File: src/core/fasm_pkg.sv
// Constants and types for the flash address and sector map block
package fasm_pkg;
    // Register offsets (byte addresses)
    localparam logic [7:0] OFS_BANK   = 8'h00;
    localparam logic [7:0] OFS_SR2    = 8'h04;
    localparam logic [7:0] OFS_FIRST_CONFIG_VOLATILE   = 8'h08;
    localparam logic [7:0] OFS_SECOND_CONFIG_VOLATILE   = 8'h0c;
    localparam logic [7:0] OFS_LAYOUT = 8'h10;
    localparam logic [7:0] OFS_LASTCMD = 8'h14;
    localparam logic [7:0] OFS_ADDR   = 8'h18;
    localparam logic [7:0] OFS_SECTOR = 8'h1c;
    localparam logic [7:0] OFS_FLAGS  = 8'h20;
    // Field positions
    localparam int BANK_EXT_BIT  = 7;
    localparam int SR2_ESZ_BIT   = 7;
    localparam int CR1_QUAD_BIT  = 1;
    localparam int CR2_IO3R_BIT  = 5;
    localparam int LAY_TOP_BIT   = 0;
    localparam int FLG_IGN_BIT   = 0;
    localparam int FLG_ID_BIT    = 1;
    localparam int SEC_SIZE_LSB  = 16;
    // Reset values
    localparam logic [7:0] BANK_RST = 8'h00;
    localparam logic [7:0] REG8_RST = 8'h00;
    // Command codes
    localparam logic [7:0] CMD_READ  = 8'h03;
    localparam logic [7:0] CMD_READ4 = 8'h13;
    localparam logic [7:0] CMD_SE    = 8'hd8;
    localparam logic [7:0] CMD_SE4   = 8'hdc;
    localparam logic [7:0] CMD_READ_IDENTIFICATION_CMD  = 8'h9f;
    localparam logic [7:0] CMD_PRMRD = 8'h4c;
    localparam logic [7:0] CMD_PRMWR = 8'h4d;
    // Frame lengths in bits
    localparam logic [5:0] CMD_BITS    = 6'h08;
    localparam logic [5:0] ADDR3_BITS  = 6'h18;
    localparam logic [5:0] ADDR4_BITS  = 6'h20;
    // Sector geometry
    localparam logic [7:0] HYB_LOW_BLK  = 8'h00;
    localparam logic [7:0] HYB_HIGH_BLK = 8'hff;
    localparam logic [8:0] BOT_BIG_IDX0 = 9'h00f;
    localparam logic [8:0] TOP_SML_IDX0 = 9'h0ff;
    localparam int SML_SHIFT = 12;
    localparam int BIG_SHIFT = 16;
    localparam int UNI_SHIFT = 18;

    typedef enum logic [1:0] {
        SZ_4K,
        SZ_64K,
        SZ_256K
    } fasm_size_type;

    typedef struct packed {
        logic [8:0]    index;
        fasm_size_type size;
        logic [23:0]   base;
    } fasm_sector_type;
endpackage

File: src/core/fasm_core.sv
// Serial flash address formation, sector map and identification space
// What this block does
// - With 24-bit legacy addresses the bank address register supplies the upper address bits.
// - With the extended mode bit set every legacy command takes a full 32-bit address.
// - Any reset clears the bank address register and selects 24-bit address mode.
// - The dual-purpose command variants always take a 32-bit address.
// - Address bits 31 to 24 are ignored; the array is decoded with the low 24 bits.
// - Commands for the separate spaces still take a full 32-bit address.
// - The erase-size bit of the second status register picks hybrid or uniform sectors.
// - Hybrid bottom maps sixteen 4-kB sectors under 64-kB sectors from 00010000h.
// - Hybrid top maps 64-kB sectors from zero and sixteen 4-kB sectors from 00ff0000h.
// - Uniform layout gives 64 sectors of 256 kB starting at zero.
// - Sectors are aligned to their size; upper bits select, lower bits index.
// - Instruction 9fh reads the identification space instead of the array.
// - The identification space is read only; host program or erase is ignored.
// - The Shared_pin_a acts only when both volatile config enable bits are set.
//
// Chosen here: register access over APB and the placing of the registers.
module fasm_core
    import fasm_pkg::*;
#(
    parameter logic [31:0] ID_WORD = 32'h5a3c_0f01  // Arbitrary identification content
) (
    input  wire logic        pclk,           // Bus clock, 25 MHz
    input  wire logic        presetn,        // Asynchronous reset, active low
    input  wire logic        psel,           // APB select
    input  wire logic        penable,        // APB access phase
    input  wire logic        pwrite,         // APB write
    input  wire logic [7:0]  paddr,          // APB byte address
    input  wire logic [31:0] pwdata,         // APB write data
    output logic      [31:0] prdata,         // APB read data
    output logic             pready,         // APB ready
    output logic             pslverr,        // APB error on unmapped address
    input  wire logic        sck,            // Serial clock pin
    input  wire logic        cs_n,           // Chip select pin, active low
    input  wire logic        si,             // Serial data in pin
    output logic             so_out,         // Serial data out value
    output logic             so_oe_n,        // Serial data out enable, active low
    input  wire logic        shared_pin_a,   // Shared Shared_pin_a pin level
    output logic             erase_pulse,    // One-cycle erase request
    output fasm_sector_type  erase_sector,   // Sector of the erase request
    output logic             pin_reset       // One-cycle reset from shared pin
);
    typedef enum logic [1:0] {
        ST_IDLE,
        ST_CMD,
        ST_ADDR,
        ST_DATA
    } fasm_state_type;

    logic [2:0] sck_sync, cs_sync, io3_sync;
    logic [1:0] si_sync;
    logic       sck_rise, sck_fall, cs_active, cs_rise;
    fasm_state_type state_reg;
    logic [5:0]  bit_cnt_reg;
    logic [31:0] rx_reg;
    logic [7:0]  cmd_reg;
    logic [31:0] full_addr_reg;
    logic [23:0] eff_addr_reg;
    logic [7:0]  bank_reg, sr2_reg, first_config_volatile_reg, second_config_volatile_reg, layout_reg;
    logic        ign_reg, id_reg;
    logic [31:0] out_sh_reg;
    logic        load_pend_reg, out_en_reg;
    logic        addr_done, use_4b, addr_cmd, is_prm;
    logic [5:0]  addr_bits;
    logic [31:0] addr_next;
    fasm_sector_type sec_next, sector_reg;
    logic        wr_en, rd_en, mapped;
    logic        soft_rst;
    logic [31:0] rd_mux;

    // Pin synchronisers, stage 0 read only by stage 1
    always_ff @(posedge pclk or negedge presetn) begin
        if (!presetn) begin
            sck_sync <= 3'h0;
            cs_sync  <= 3'h7;
            si_sync  <= 2'h0;
            io3_sync <= 3'h7;
        end else begin
            sck_sync <= {sck_sync[1:0], sck};
            cs_sync  <= {cs_sync[1:0], cs_n};
            si_sync  <= {si_sync[0], si};
            io3_sync <= {io3_sync[1:0], shared_pin_a};
        end
    end

    assign sck_rise  = sck_sync[1] & ~sck_sync[2];
    assign sck_fall  = ~sck_sync[1] & sck_sync[2];
    assign cs_active = ~cs_sync[1];
    assign cs_rise   = cs_sync[1] & ~cs_sync[2];

    always_ff @(posedge pclk or negedge presetn) begin
        if (!presetn) begin
            pin_reset <= 1'b0;
        end else begin
            pin_reset <= second_config_volatile_reg[CR2_IO3R_BIT] & first_config_volatile_reg[CR1_QUAD_BIT]
                       & cs_sync[1] & ~io3_sync[1] & io3_sync[2];
        end
    end
    assign soft_rst = pin_reset;

    // dual-purpose commands always use four bytes
    // separate-space commands use four bytes too
    // extended mode makes legacy commands four bytes
    always_comb begin
        is_prm   = (cmd_reg == CMD_PRMRD) || (cmd_reg == CMD_PRMWR);
        addr_cmd = (cmd_reg == CMD_READ) || (cmd_reg == CMD_SE);
        use_4b   = (cmd_reg == CMD_READ4) || (cmd_reg == CMD_SE4) || is_prm
                 || (addr_cmd && bank_reg[BANK_EXT_BIT]);
        addr_bits = use_4b ? ADDR4_BITS : ADDR3_BITS;
        addr_done = (state_reg == ST_ADDR) && sck_rise && (bit_cnt_reg == addr_bits - 6'h01);
    end

    always_comb begin
        if (use_4b) begin
            addr_next = {rx_reg[30:0], si_sync[1]};
        end else begin
            addr_next = {1'b0, bank_reg[6:0], rx_reg[22:0], si_sync[1]};
        end
    end

    // sector from effective address and layout
    // erase-size bit selects uniform or hybrid
    always_comb begin
        sec_next = '0;
        if (sr2_reg[SR2_ESZ_BIT]) begin
            sec_next.size  = SZ_256K;
            sec_next.index = {3'h0, eff_addr_reg[23:UNI_SHIFT]};
            sec_next.base  = {eff_addr_reg[23:UNI_SHIFT], 18'h00000};
        end else if (layout_reg[LAY_TOP_BIT]) begin
            // small sectors in the top 64 kB
            if (eff_addr_reg[23:BIG_SHIFT] == HYB_HIGH_BLK) begin
                sec_next.size  = SZ_4K;
                sec_next.index = TOP_SML_IDX0 + {5'h00, eff_addr_reg[15:SML_SHIFT]};
                sec_next.base  = {eff_addr_reg[23:SML_SHIFT], 12'h000};
            end else begin
                sec_next.size  = SZ_64K;
                sec_next.index = {1'b0, eff_addr_reg[23:BIG_SHIFT]};
                sec_next.base  = {eff_addr_reg[23:BIG_SHIFT], 16'h0000};
            end
        end else begin
            // small sectors in the bottom 64 kB
            if (eff_addr_reg[23:BIG_SHIFT] == HYB_LOW_BLK) begin
                sec_next.size  = SZ_4K;
                sec_next.index = {5'h00, eff_addr_reg[15:SML_SHIFT]};
                sec_next.base  = {eff_addr_reg[23:SML_SHIFT], 12'h000};
            end else begin
                sec_next.size  = SZ_64K;
                sec_next.index = BOT_BIG_IDX0 + {1'b0, eff_addr_reg[23:BIG_SHIFT]};
                sec_next.base  = {eff_addr_reg[23:BIG_SHIFT], 16'h0000};
            end
        end
    end

    // Serial frame sequencer
    always_ff @(posedge pclk or negedge presetn) begin
        if (!presetn) begin
            state_reg   <= ST_IDLE;
            bit_cnt_reg <= 6'h00;
            rx_reg      <= 32'h0;
            cmd_reg     <= 8'h00;
        end else if (!cs_active || soft_rst) begin
            state_reg   <= ST_IDLE;
            bit_cnt_reg <= 6'h00;
        end else begin
            unique case (state_reg)
                ST_IDLE: begin
                    state_reg   <= ST_CMD;
                    bit_cnt_reg <= 6'h00;
                end
                ST_CMD: begin
                    if (sck_rise) begin
                        rx_reg      <= {rx_reg[30:0], si_sync[1]};
                        bit_cnt_reg <= bit_cnt_reg + 6'h01;
                        if (bit_cnt_reg == CMD_BITS - 6'h01) begin
                            cmd_reg     <= {rx_reg[6:0], si_sync[1]};
                            bit_cnt_reg <= 6'h00;
                            state_reg   <= ({rx_reg[6:0], si_sync[1]} == CMD_READ_IDENTIFICATION_CMD)
                                           ? ST_DATA : ST_ADDR;
                        end
                    end
                end
                ST_ADDR: begin
                    if (sck_rise) begin
                        rx_reg      <= addr_next;
                        bit_cnt_reg <= bit_cnt_reg + 6'h01;
                        if (addr_done) begin
                            state_reg <= ST_DATA;
                        end
                    end
                end
                ST_DATA: begin
                    state_reg <= ST_DATA;
                end
            endcase
        end
    end

    // Captured address of the frame
    always_ff @(posedge pclk or negedge presetn) begin
        if (!presetn) begin
            full_addr_reg <= 32'h0;
            eff_addr_reg  <= 24'h0;
        end else if (addr_done) begin
            full_addr_reg <= addr_next;
            // upper byte dropped for the array
            eff_addr_reg  <= addr_next[23:0];
        end
    end

    // Read data out of the identification space
    always_ff @(posedge pclk or negedge presetn) begin
        if (!presetn) begin
            out_sh_reg    <= 32'h0;
            load_pend_reg <= 1'b0;
            out_en_reg    <= 1'b0;
        end else if (!cs_active) begin
            load_pend_reg <= 1'b0;
            out_en_reg    <= 1'b0;
        end else if (sck_rise && (state_reg == ST_CMD) && (bit_cnt_reg == CMD_BITS - 6'h01)
                     && ({rx_reg[6:0], si_sync[1]} == CMD_READ_IDENTIFICATION_CMD)) begin
            load_pend_reg <= 1'b1;
            out_sh_reg    <= ID_WORD;
        end else if (addr_done && (cmd_reg == CMD_PRMRD)) begin
            load_pend_reg <= 1'b1;
            out_sh_reg    <= ID_WORD << {addr_next[1:0], 3'h0};
        end else if (sck_fall && load_pend_reg) begin
            load_pend_reg <= 1'b0;
            out_en_reg    <= 1'b1;
        end else if (sck_fall && out_en_reg) begin
            out_sh_reg <= {out_sh_reg[30:0], out_sh_reg[31]};
        end
    end

    always_comb begin
        so_out  = out_sh_reg[31];
        so_oe_n = ~out_en_reg;
    end

    // Erase request and sector status at end of frame
    always_ff @(posedge pclk or negedge presetn) begin
        if (!presetn) begin
            erase_pulse  <= 1'b0;
            erase_sector <= '0;
            sector_reg   <= '0;
        end else begin
            erase_pulse <= 1'b0;
            if (cs_rise && (state_reg == ST_DATA)) begin
                sector_reg <= sec_next;
                if ((cmd_reg == CMD_SE) || (cmd_reg == CMD_SE4)) begin
                    erase_pulse  <= 1'b1;
                    erase_sector <= sec_next;
                end
            end
        end
    end

    // APB decode
    always_comb begin
        wr_en  = psel & penable & pwrite;
        rd_en  = psel & ~penable & ~pwrite;
        pready = 1'b1;
        unique case (paddr)
            OFS_BANK, OFS_SR2, OFS_FIRST_CONFIG_VOLATILE, OFS_SECOND_CONFIG_VOLATILE, OFS_LAYOUT,
            OFS_LASTCMD, OFS_ADDR, OFS_SECTOR, OFS_FLAGS: mapped = 1'b1;
            default: mapped = 1'b0;
        endcase
        pslverr = psel & penable & ~mapped;
    end

    // bank register cleared by any reset
    always_ff @(posedge pclk or negedge presetn) begin
        if (!presetn) begin
            bank_reg <= BANK_RST;
        end else if (soft_rst) begin
            bank_reg <= BANK_RST;
        end else if (wr_en && (paddr == OFS_BANK)) begin
            bank_reg <= pwdata[7:0];
        end
    end

    // Configuration registers
    always_ff @(posedge pclk or negedge presetn) begin
        if (!presetn) begin
            sr2_reg    <= REG8_RST;
            first_config_volatile_reg   <= REG8_RST;
            second_config_volatile_reg   <= REG8_RST;
            layout_reg <= REG8_RST;
        end else if (wr_en) begin
            if (paddr == OFS_SR2) begin
                sr2_reg <= pwdata[7:0];
            end
            if (paddr == OFS_FIRST_CONFIG_VOLATILE) begin
                first_config_volatile_reg <= pwdata[7:0];
            end
            if (paddr == OFS_SECOND_CONFIG_VOLATILE) begin
                second_config_volatile_reg <= pwdata[7:0];
            end
            if (paddr == OFS_LAYOUT) begin
                layout_reg <= pwdata[7:0];
            end
        end
    end

    // host writes to identification space ignored and flagged
    always_ff @(posedge pclk or negedge presetn) begin
        if (!presetn) begin
            ign_reg <= 1'b0;
            id_reg  <= 1'b0;
        end else begin
            if (addr_done && (cmd_reg == CMD_PRMWR)) begin
                ign_reg <= 1'b1;
            end else if (wr_en && (paddr == OFS_FLAGS) && pwdata[FLG_IGN_BIT]) begin
                ign_reg <= 1'b0;
            end
            if (cs_rise) begin
                id_reg <= (cmd_reg == CMD_READ_IDENTIFICATION_CMD) || is_prm;
            end
        end
    end

    always_comb begin
        rd_mux = 32'h0;
        unique case (paddr)
            OFS_BANK:    rd_mux[7:0] = bank_reg;
            OFS_SR2:     rd_mux[7:0] = sr2_reg;
            OFS_FIRST_CONFIG_VOLATILE:    rd_mux[7:0] = first_config_volatile_reg;
            OFS_SECOND_CONFIG_VOLATILE:    rd_mux[7:0] = second_config_volatile_reg;
            OFS_LAYOUT:  rd_mux[7:0] = layout_reg;
            OFS_LASTCMD: rd_mux[7:0] = cmd_reg;
            OFS_ADDR:    rd_mux      = full_addr_reg;
            OFS_SECTOR: begin
                rd_mux[8:0] = sector_reg.index;
                rd_mux[SEC_SIZE_LSB +: 2] = sector_reg.size;
            end
            OFS_FLAGS: begin
                rd_mux[FLG_IGN_BIT] = ign_reg;
                rd_mux[FLG_ID_BIT]  = id_reg;
            end
            default:     rd_mux = 32'h0;
        endcase
    end

    always_ff @(posedge pclk or negedge presetn) begin
        if (!presetn) begin
            prdata <= 32'h0;
        end else if (rd_en) begin
            prdata <= rd_mux;
        end
    end
endmodule

File: config.mk
export PLATFORM = sky130hd
export DESIGN_NAME = fasm_core
export DESIGN_NICKNAME = d
export VERILOG_FILES = /design/src/core/fasm_pkg.sv /design/src/core/fasm_core.sv
export SDC_FILE = /design/constraint.sdc
export NUM_CORES = 1
export LEC_CHECK = 0
export BUFFER_PORTS_ARGS = -buffer_cell sky130_fd_sc_hd__buf_2
export CORE_MARGIN = 2
export CORE_UTILIZATION = 45
export CTS_BUF_LIST = sky130_fd_sc_hd__clkbuf_8
export CTS_CLUSTER_SIZE = 40
export DETAILED_ROUTE_END_ITERATION = 8
export GPL_ROUTABILITY_DRIVEN = 0
export PLACE_DENSITY_LB_ADDON = 0.1
export RECOVER_POWER = 100
export SLEW_MARGIN = 10
export SYNTH_ARGS = -nofsm -noshare
export SYNTH_HDL_FRONTEND = slang
export SYNTH_SLANG_ARGS = --single-unit
File: constraint.sdc
create_clock -name pclk -period 3.1 [get_ports pclk]
set_input_delay 0 -clock pclk [delete_from_list [all_inputs] [get_ports pclk]]
set_output_delay 0 -clock pclk [all_outputs]
set_load 0.02 [all_outputs]
==> impl_summary.txt, run 1 <==
----------------------------------------------------
[Placement]
  DPL Wire Length ... between 15 and 20 mm
  IO buf count ... between 80 and 90
  Number of placed instances with taps included ... around 1.3k

[GRT]
  Via count of the first global-routing pass ... about 7.4k
  Final global-route overflow total ... 0
  Initial antenna violation count ... 0
  First-pass GRT wire length ... 40.6 mm
  Gr usage total ... 0.210
  Maximum number of pins on one net before global-route repair ... 111

[Pwr]
  Part of the power in combinational logic ... 0.111
  Internal power component ... slightly above 5000 uW
  Power density over the cells ... ~570 nW/um2
  Seq pwr share ... 0.474
  Proportion of power drawn by the clock network ... 0.415
  Max IR drop VDD ... slightly above 0.4 mV
  Leakage dissipation ... between 0.005 and 0.006 uW
  Switching pwr ... about 1800 uW
  Net switching share of the total power ... 0.264
  Total Power ... 6970 uW

[Layout]
  Utilization of the core after routing ... 0.533
  Net count of the finished layout ... between 1k and 1.5k
  Antenna Diode Count ... 0
  Fillers ... a little over 2k
  Number of standard cells in the final layout excluding fillers ... approximately 1.4k
  Growth of design area from synthesis to finish ... 15.3%
  Layout cells sized above 1 ... 0.187

[Clock network]
  TritonCTS clock tree ... yes
  Number of levels in the clock H-tree ... 2
  Num Clock Sinks ... 234
  Clock root buffer ... sky130_fd_sc_hd__clkbuf_8
  Number of post-CTS setup repair buffers ... 0
  Deepest clock path buffer count ... 3
  # resized after CTS ... 0
  CTS buffer count ... 41
  Clock latency reported for the late side of the worst-skew pair ... 540 ps
  Clock transition at the register clock pins on the worst setup and hold paths after CTS ... approximately 60 ps

[Logic synthesis]
  Flip-flop cell with the highest count after synthesis ... sky130_fd_sc_hd__dfrtp_1
  Yosys warnings ... 0
  List of most frequent post-synthesis cells ... 228 x sky130_fd_sc_hd__dfrtp_1, 129 x sky130_fd_sc_hd__nand2_1, 87 x sky130_fd_sc_hd__mux2_2, 51 x sky130_fd_sc_hd__o21ai_0, 44 x sky130_fd_sc_hd__clkbuf_1
  Leading area contributor after synthesis ... sky130_fd_sc_hd__dfrtp_1
  Unique cell type count in the Yosys netlist ... 76
  Most common cell in the netlist ... sky130_fd_sc_hd__dfrtp_1
  Yosys top cell area share ... 0.542
  Biggest area contributors in the synthesized netlist ... sky130_fd_sc_hd__dfrtp_1 54%, sky130_fd_sc_hd__mux2_2 9.3%, sky130_fd_sc_hd__nand2_1 4.6%
  Seq/Total Area, Yosys ... 0.557
  Cell area after synthesis ... around 11000 um2
  Number of standard cells after synthesis ... ~940
  Share of flip-flops with an asynchronous set or reset after synthesis ... 1.00
  Average cell area after synthesis ... 11.2 um2
  Count of state elements after synthesis ... approximately 230
  Post-synth EDFFs ... 0

[Drt]
  Detailed-route vias per instance ... 5.45
  Number of DRC markers in iteration 0 ... 378
  Met2 wirelength from detailed routing ... between 10 and 15 mm
  Top layer reached by signal wires ... met4
  Met3 wirelength from detailed routing ... 1.18 mm
  Number of vias after detailed routing ... roughly 7.6k
  Detailed-routing wirelength on met1 ... between 10 and 15 mm
  Routed length per instance ... approximately 18 um
  Antenna Violating Nets Remaining ... 0
  Pre-antenna DRT Iters ... 5
  Final wirelength ... 25.5 mm
  Post-route DRC violation count ... 0

[Floorplan]
  Starting Density ... 0.462
  Die Width ... ~160 um
  Height of the die ... roughly 160 um
  IO Count ... 122
  Overall die area ... 24600 um2
  Standard-cell rows ... 55
  Core Box Area ... between 20000 and 25000 um2

[Hold path]
  Path class of the lowest-slack min-delay path ... in2reg
  Worst hold path stage count ... 4

[STA]
  Setup repair after global routing missed its margin ... no
  Worst slew margin relative to its limit ... -0.694
  Number of failing hold endpoints at the final stage ... 0
  Number of max-slew violations in the final report ... about 110
  Shortest period the worst path allows ... 2770 ps
  Sum Neg Setup Slack ... 0 ps
  Slew @ Worst Pin ... between 2000 and 3000 ps
  Setup violation total in the final timing report ... 0
  Share of the clock period used by the worst path ... 0.895
  Max Fclk ... approximately 360 MHz
  Setup clock skew after layout ... around 24 ps

[Setup path]
  Required time at the worst-slack endpoint ... between 3000 and 4000 ps
  Arrival time of the worst setup path ... 3160 ps
  Worst path depth ... 8
  Buffering stage count on the worst path with inverters included ... 1
  Critical path type ... reg2reg
  Slowest-stage cell, CP ... sky130_fd_sc_hd__or4b_1
  Critical path endpoint category ... flop
  Top fanout value on the critical path ... 8
  List of cells traversed by the critical path ... inv_1 -> ha_1 -> or4b_1 -> nor4_1 -> nor2_1 -> a211o_1 -> a31oi_1 -> o21ai_0
  Cell family contributing the most delay on the critical path ... simple AND/OR/NAND/NOR gates
  CP Launch Type ... flop
  Logic depth of the worst register-to-register path ... 8
  Slowest Stage Delay on Critical Path ... between 500 and 600 ps

[Outcome]
  Run status ... finished, violations left
  Violated checks ... max-capacitance violations, max-slew violations

[Run]
  Maximum capacitance violations ... 1

----------------------------------------------------
## placed cells by master, fill, tap and decap left out, types with 26 or more instances in the layout
| master | count |
|---|---|
| sky130_fd_sc_hd__nand2_1 | 129 |
| sky130_fd_sc_hd__inv_1 | 34 |
| sky130_fd_sc_hd__mux2i_1 | 26 |
| sky130_fd_sc_hd__mux2_2 | 87 |
| sky130_fd_sc_hd__nand3_1 | 37 |
| sky130_fd_sc_hd__dfrtp_1 | 228 |
| sky130_fd_sc_hd__o21ai_0 | 58 |
| sky130_fd_sc_hd__nor2_1 | 35 |
| sky130_fd_sc_hd__clkbuf_1 | 69 |
| sky130_fd_sc_hd__clkbuf_8 | 55 |
## cell families (layout without fill, tap and decap cells)
group           count (synthesis)  in the layout  synth area share
compound gates                208            208             0.139
xor+xnor                        5              5           0.00416
fa+ha+maj                      14             14            0.0166
buf+inv                        93            216            0.0400
flops                         234            234             0.557
mux                           113            113             0.118
other cells                     2             13          0.000713
simple gates                  275            275             0.125
## per-layer routing
layer  track usage  vias up
met2         0.316      182
li1              -     3599
met5             0        -
met3        0.0333       44
met4        0.0616        0
met1         0.316     3759
## power groups by stage
stage               clock, uW  combinational [uW]  sequential, uW
floorplan                   0                 535            3320
global placement            0                 795            3360
detailed placement          0                 806            3360
CTS                      2970                 828            3310
global route             3120                 867            3330
finish                   2890                 774            3310
## cell type report
class,count,area [um2],share of cell area
clock buffers,55,757,0.0623
repair buffers,123,669,0.0551
inverters,20,75.1,0.00618
clock inverters,18,98.8,0.00814
multi-input cells,628,4290,0.353
well taps,313,392,0.0322
flip-flops and latches,234,5860,0.483
## final timing paths
path	startpoint	end	slack, ps
setup / recovery	full_addr_reg[16]	erase_sector[27]	330
hold / removal	paddr[1]	prdata[7]	50
setup reg to reg	full_addr_reg[16]	erase_sector[27]	330
hold reg to reg	sck_sync[0]	sck_sync[1]	340
max in group asynchronous	presetn	first_config_volatile_reg[4]	790
min in group asynchronous	presetn	rx_reg[13]	810
## stage by stage
stage | worst slack [ps] | area, um2 | hold WS, ps
final | 326 | 12100 | 47.5
after global routing | 107 | 12100 | 84.5
after CTS | 431 | 12300 | 22.9
after detailed placement | 501 | 11300 | 107
after global placement | 514 | 11300 | 106
after floorplan | 746 | 10600 | -296
## timing repair
action | in CTS | in global routing
hold buffers | 17 | 0
endpoints found under the hold margin | 151 | 0
setup endpoints to repair | 0 | 0
## worst reg2reg max path, delay by kind of cell (launching register included)
family | cells | cell delay [ps]
AO/OA/AOI/OAI | 3 | 670
adder cells (fa/ha/maj) | 1 | 230
buffers and inverters | 1 | 150
flip-flops | 1 | 490
AND/OR/NAND/NOR | 3 | 1090
Note: power is estimated with default switching activity, not from simulation.
==> inputs of run 2 (changes only) <==
==> constraint.sdc (replaced) <==
create_clock -name pclk -period 3.1 [get_ports pclk]
set_input_delay 0.465 -clock pclk [delete_from_list [all_inputs] [get_ports pclk]]
set_output_delay 0.465 -clock pclk [all_outputs]
set_load 0.02 [all_outputs]
==> impl_summary.txt, run 2 (synthesis results as in run 1) <==
----------------------------------------------------
[Layout]
  Most common cell after layout, fill and taps aside ... sky130_fd_sc_hd__dfrtp_1
  Utilization of the core after routing ... 0.531
  Number of standard cells in the final layout excluding fillers ... 1384
  Growth of design area from synthesis to finish ... 14.9%
  Layout cells sized above 1 ... 0.195
  Net count of the finished layout ... around 1.1k
  Total non-filler cell area in the finished layout ... ~12000 um2
  Commonest cells after routing, fill and taps aside ... 228 x sky130_fd_sc_hd__dfrtp_1, 129 x sky130_fd_sc_hd__nand2_1, 87 x sky130_fd_sc_hd__mux2_2, 68 x sky130_fd_sc_hd__clkbuf_1, 58 x sky130_fd_sc_hd__o21ai_0
  Fillers ... 2109

[Placement]
  Pre-CTS setup slack ... approximately 460 ps
  IO buf count ... between 80 and 90
  DP Area ... between 10000 and 15000 um2
  Number of placed instances with taps included ... approximately 1.3k
  DPL Wire Length ... around 17 mm

[Setup path]
  List of cells traversed by the critical path ... clkbuf_1 -> nor4_1 -> buf_4 -> and3_1 -> a21oi_1 -> and3_1 -> clkbuf_1
  CP Launch Type ... primary input
  Buffering stage count on the worst path with inverters included ... 3
  Arrival time of the worst setup path ... ~2400 ps
  Logic depth of the worst register-to-register path ... 4
  Required time at the worst-slack endpoint ... 2630 ps
  Cell family contributing the most delay on the critical path ... buffers and inverters
  Slowest Stage Delay on Critical Path ... 700 ps
  Endpoint of the worst register-to-register path ... rx_reg[8]
  Critical path type ... in2out
  Startpoint of the most critical register-to-register path ... cs_sync[1]
  Critical path endpoint category ... output pin
  Top fanout value on the critical path ... 21
  Slowest-stage cell, CP ... sky130_fd_sc_hd__clkbuf_1
  Worst R2R Setup Slack ... ~370 ps

[Drt]
  Number of vias after detailed routing ... roughly 7.5k
  Number of DRC markers in iteration 0 ... 511
  Detailed-route vias per instance ... between 5 and 6
  Antenna Violating Nets Remaining ... 0
  Post-route DRC violation count ... 0
  Final wirelength ... 25.4 mm
  Routed length per instance ... 18.3 um
  Pre-antenna DRT Iters ... 5

[STA]
  Number of failing hold endpoints at the final stage ... 0
  Setup clock skew after layout ... 27.2 ps
  Number of max-slew violations in the final report ... 84
  Sum Neg Setup Slack ... 0 ps
  Final setup margin ... approximately 230 ps
  Max Fclk ... 349 MHz
  Setup repair after global routing missed its margin ... no
  Shortest period the worst path allows ... ~2900 ps
  Share of the clock period used by the worst path ... 0.926
  Worst slew margin relative to its limit ... -0.472
  Slew @ Worst Pin ... 2210 ps
  Setup violation total in the final timing report ... 0

[Clock network]
  Num Clock Sinks ... 234
  Number of levels in the clock H-tree ... 2
  # resized after CTS ... 0
  CTS buffer count ... 42
  Clock root buffer ... sky130_fd_sc_hd__clkbuf_8
  Clock latency reported for the late side of the worst-skew pair ... between 500 and 600 ps
  Deepest clock path buffer count ... 3
  TritonCTS clock tree ... yes
  Number of post-CTS setup repair buffers ... 0
  Clock transition at the register clock pins on the worst setup and hold paths after CTS ... approximately 60 ps

[Hold path]
  Worst hold path stage count ... 2
  Hold endpoint ... sr2_reg[6]
  Path class of the lowest-slack min-delay path ... in2reg
  Hold path startpoint ... pwdata[6]

[GRT]
  Maximum number of pins on one net before global-route repair ... between 80 and 90
  Via count of the first global-routing pass ... about 7.3k
  Final global-route overflow total ... 0
  Initial antenna violation count ... 0
  First-pass GRT wire length ... slightly above 40 mm
  Gr usage total ... 0.211

[Pwr]
  Max IR drop VDD ... ~0.45 mV
  Leakage dissipation ... just under 0.006 uW
  Power density over the cells ... slightly below 600 nW/um2

[Floorplan]
  Overall die area ... ~25000 um2
  Starting Density ... 0.462
  Standard-cell rows ... 55
  Core Box Area ... ~23000 um2
  Die Width ... ~160 um
  IO Count ... roughly 120
  Height of the die ... about 160 um

[Outcome]
  Violated checks ... max-capacitance violations, max-slew violations
  Run status ... finished, violations left

[Run]
  Maximum capacitance violations ... 1

----------------------------------------------------
run 2: changes by cell type in the layout (fill, tap and decap cells not counted), moves of 4 or more:
| cell | delta |
|---|---|
| sky130_fd_sc_hd__bufinv_16 | +4 |
| sky130_fd_sc_hd__buf_4 | +4 |
| sky130_fd_sc_hd__dlygate4sd3_1 | -12 |
| sky130_fd_sc_hd__clkbuf_8 | -8 |
| sky130_fd_sc_hd__clkinv_2 | +4 |
run 2: what timing repair did:
action | CTS | global route
endpoints found under the setup margin | 0 | 0
hold endpoints to repair | 85 | 0
hold buffers | 5 | 0
run 2: cell type report:
class,count,area [um2],share of cell area
flip-flops and latches,234,5860,0.485
clock inverters,27,251,0.0208
repair buffers,114,576,0.0476
well taps,313,392,0.0324
diodes,1,2.50,0.000207
multi-input cells,628,4290,0.355
clock buffers,47,647,0.0535
inverters,20,75.1,0.00621
run 2: power breakdown:
group	switching, uW	leakage, uW	internal, uW
clock	1270	0.000508	1810
combinational	473	0.00205	287
sequential	129	0.00321	3180
run 2: worst register-to-register path: cells and delay by family, from the launching register on:
family | cells | cell delay, ps
simple gates | 2 | 810
flops | 1 | 900
mux | 1 | 390
buf+inv | 1 | 510
run 2: how the worst max path moves through the flow:
stage                                         end               from  cells after the start  slack [ps]
finish                                    pslverr           paddr[3]                      7         230
global route                           rx_reg[18]         cs_sync[1]                      4         130
CTS                                out_sh_reg[25]       state_reg[0]                      7         470
detailed placement  second_config_volatile_reg[3]           paddr[5]                      6         460
global placement    second_config_volatile_reg[7]           paddr[5]                      6         470
floorplan                          sector_reg[24]  full_addr_reg[16]                      7         750
run 2: per-stage QoR:
stage / total power (uW) / hold WS (ps)
2_1_floorplan: 3850 / 169
3_3_place_gp: 4160 / 333
3_5_place_dp: 4170 / 335
4_1_cts: 7310 / 208
5_1_grt: 7510 / 227
6_report: 7150 / 230
run 2: per-layer routing:
metal / up-vias / share of wire / global-route usage
met3: 40 / 0.053 / 0.0407
li1: 3601 / - / -
met4: 0 / 0.018 / 0.0559
met1: 3686 / 0.48 / 0.307
met2: 193 / 0.45 / 0.325
met5: - / 0 / 0
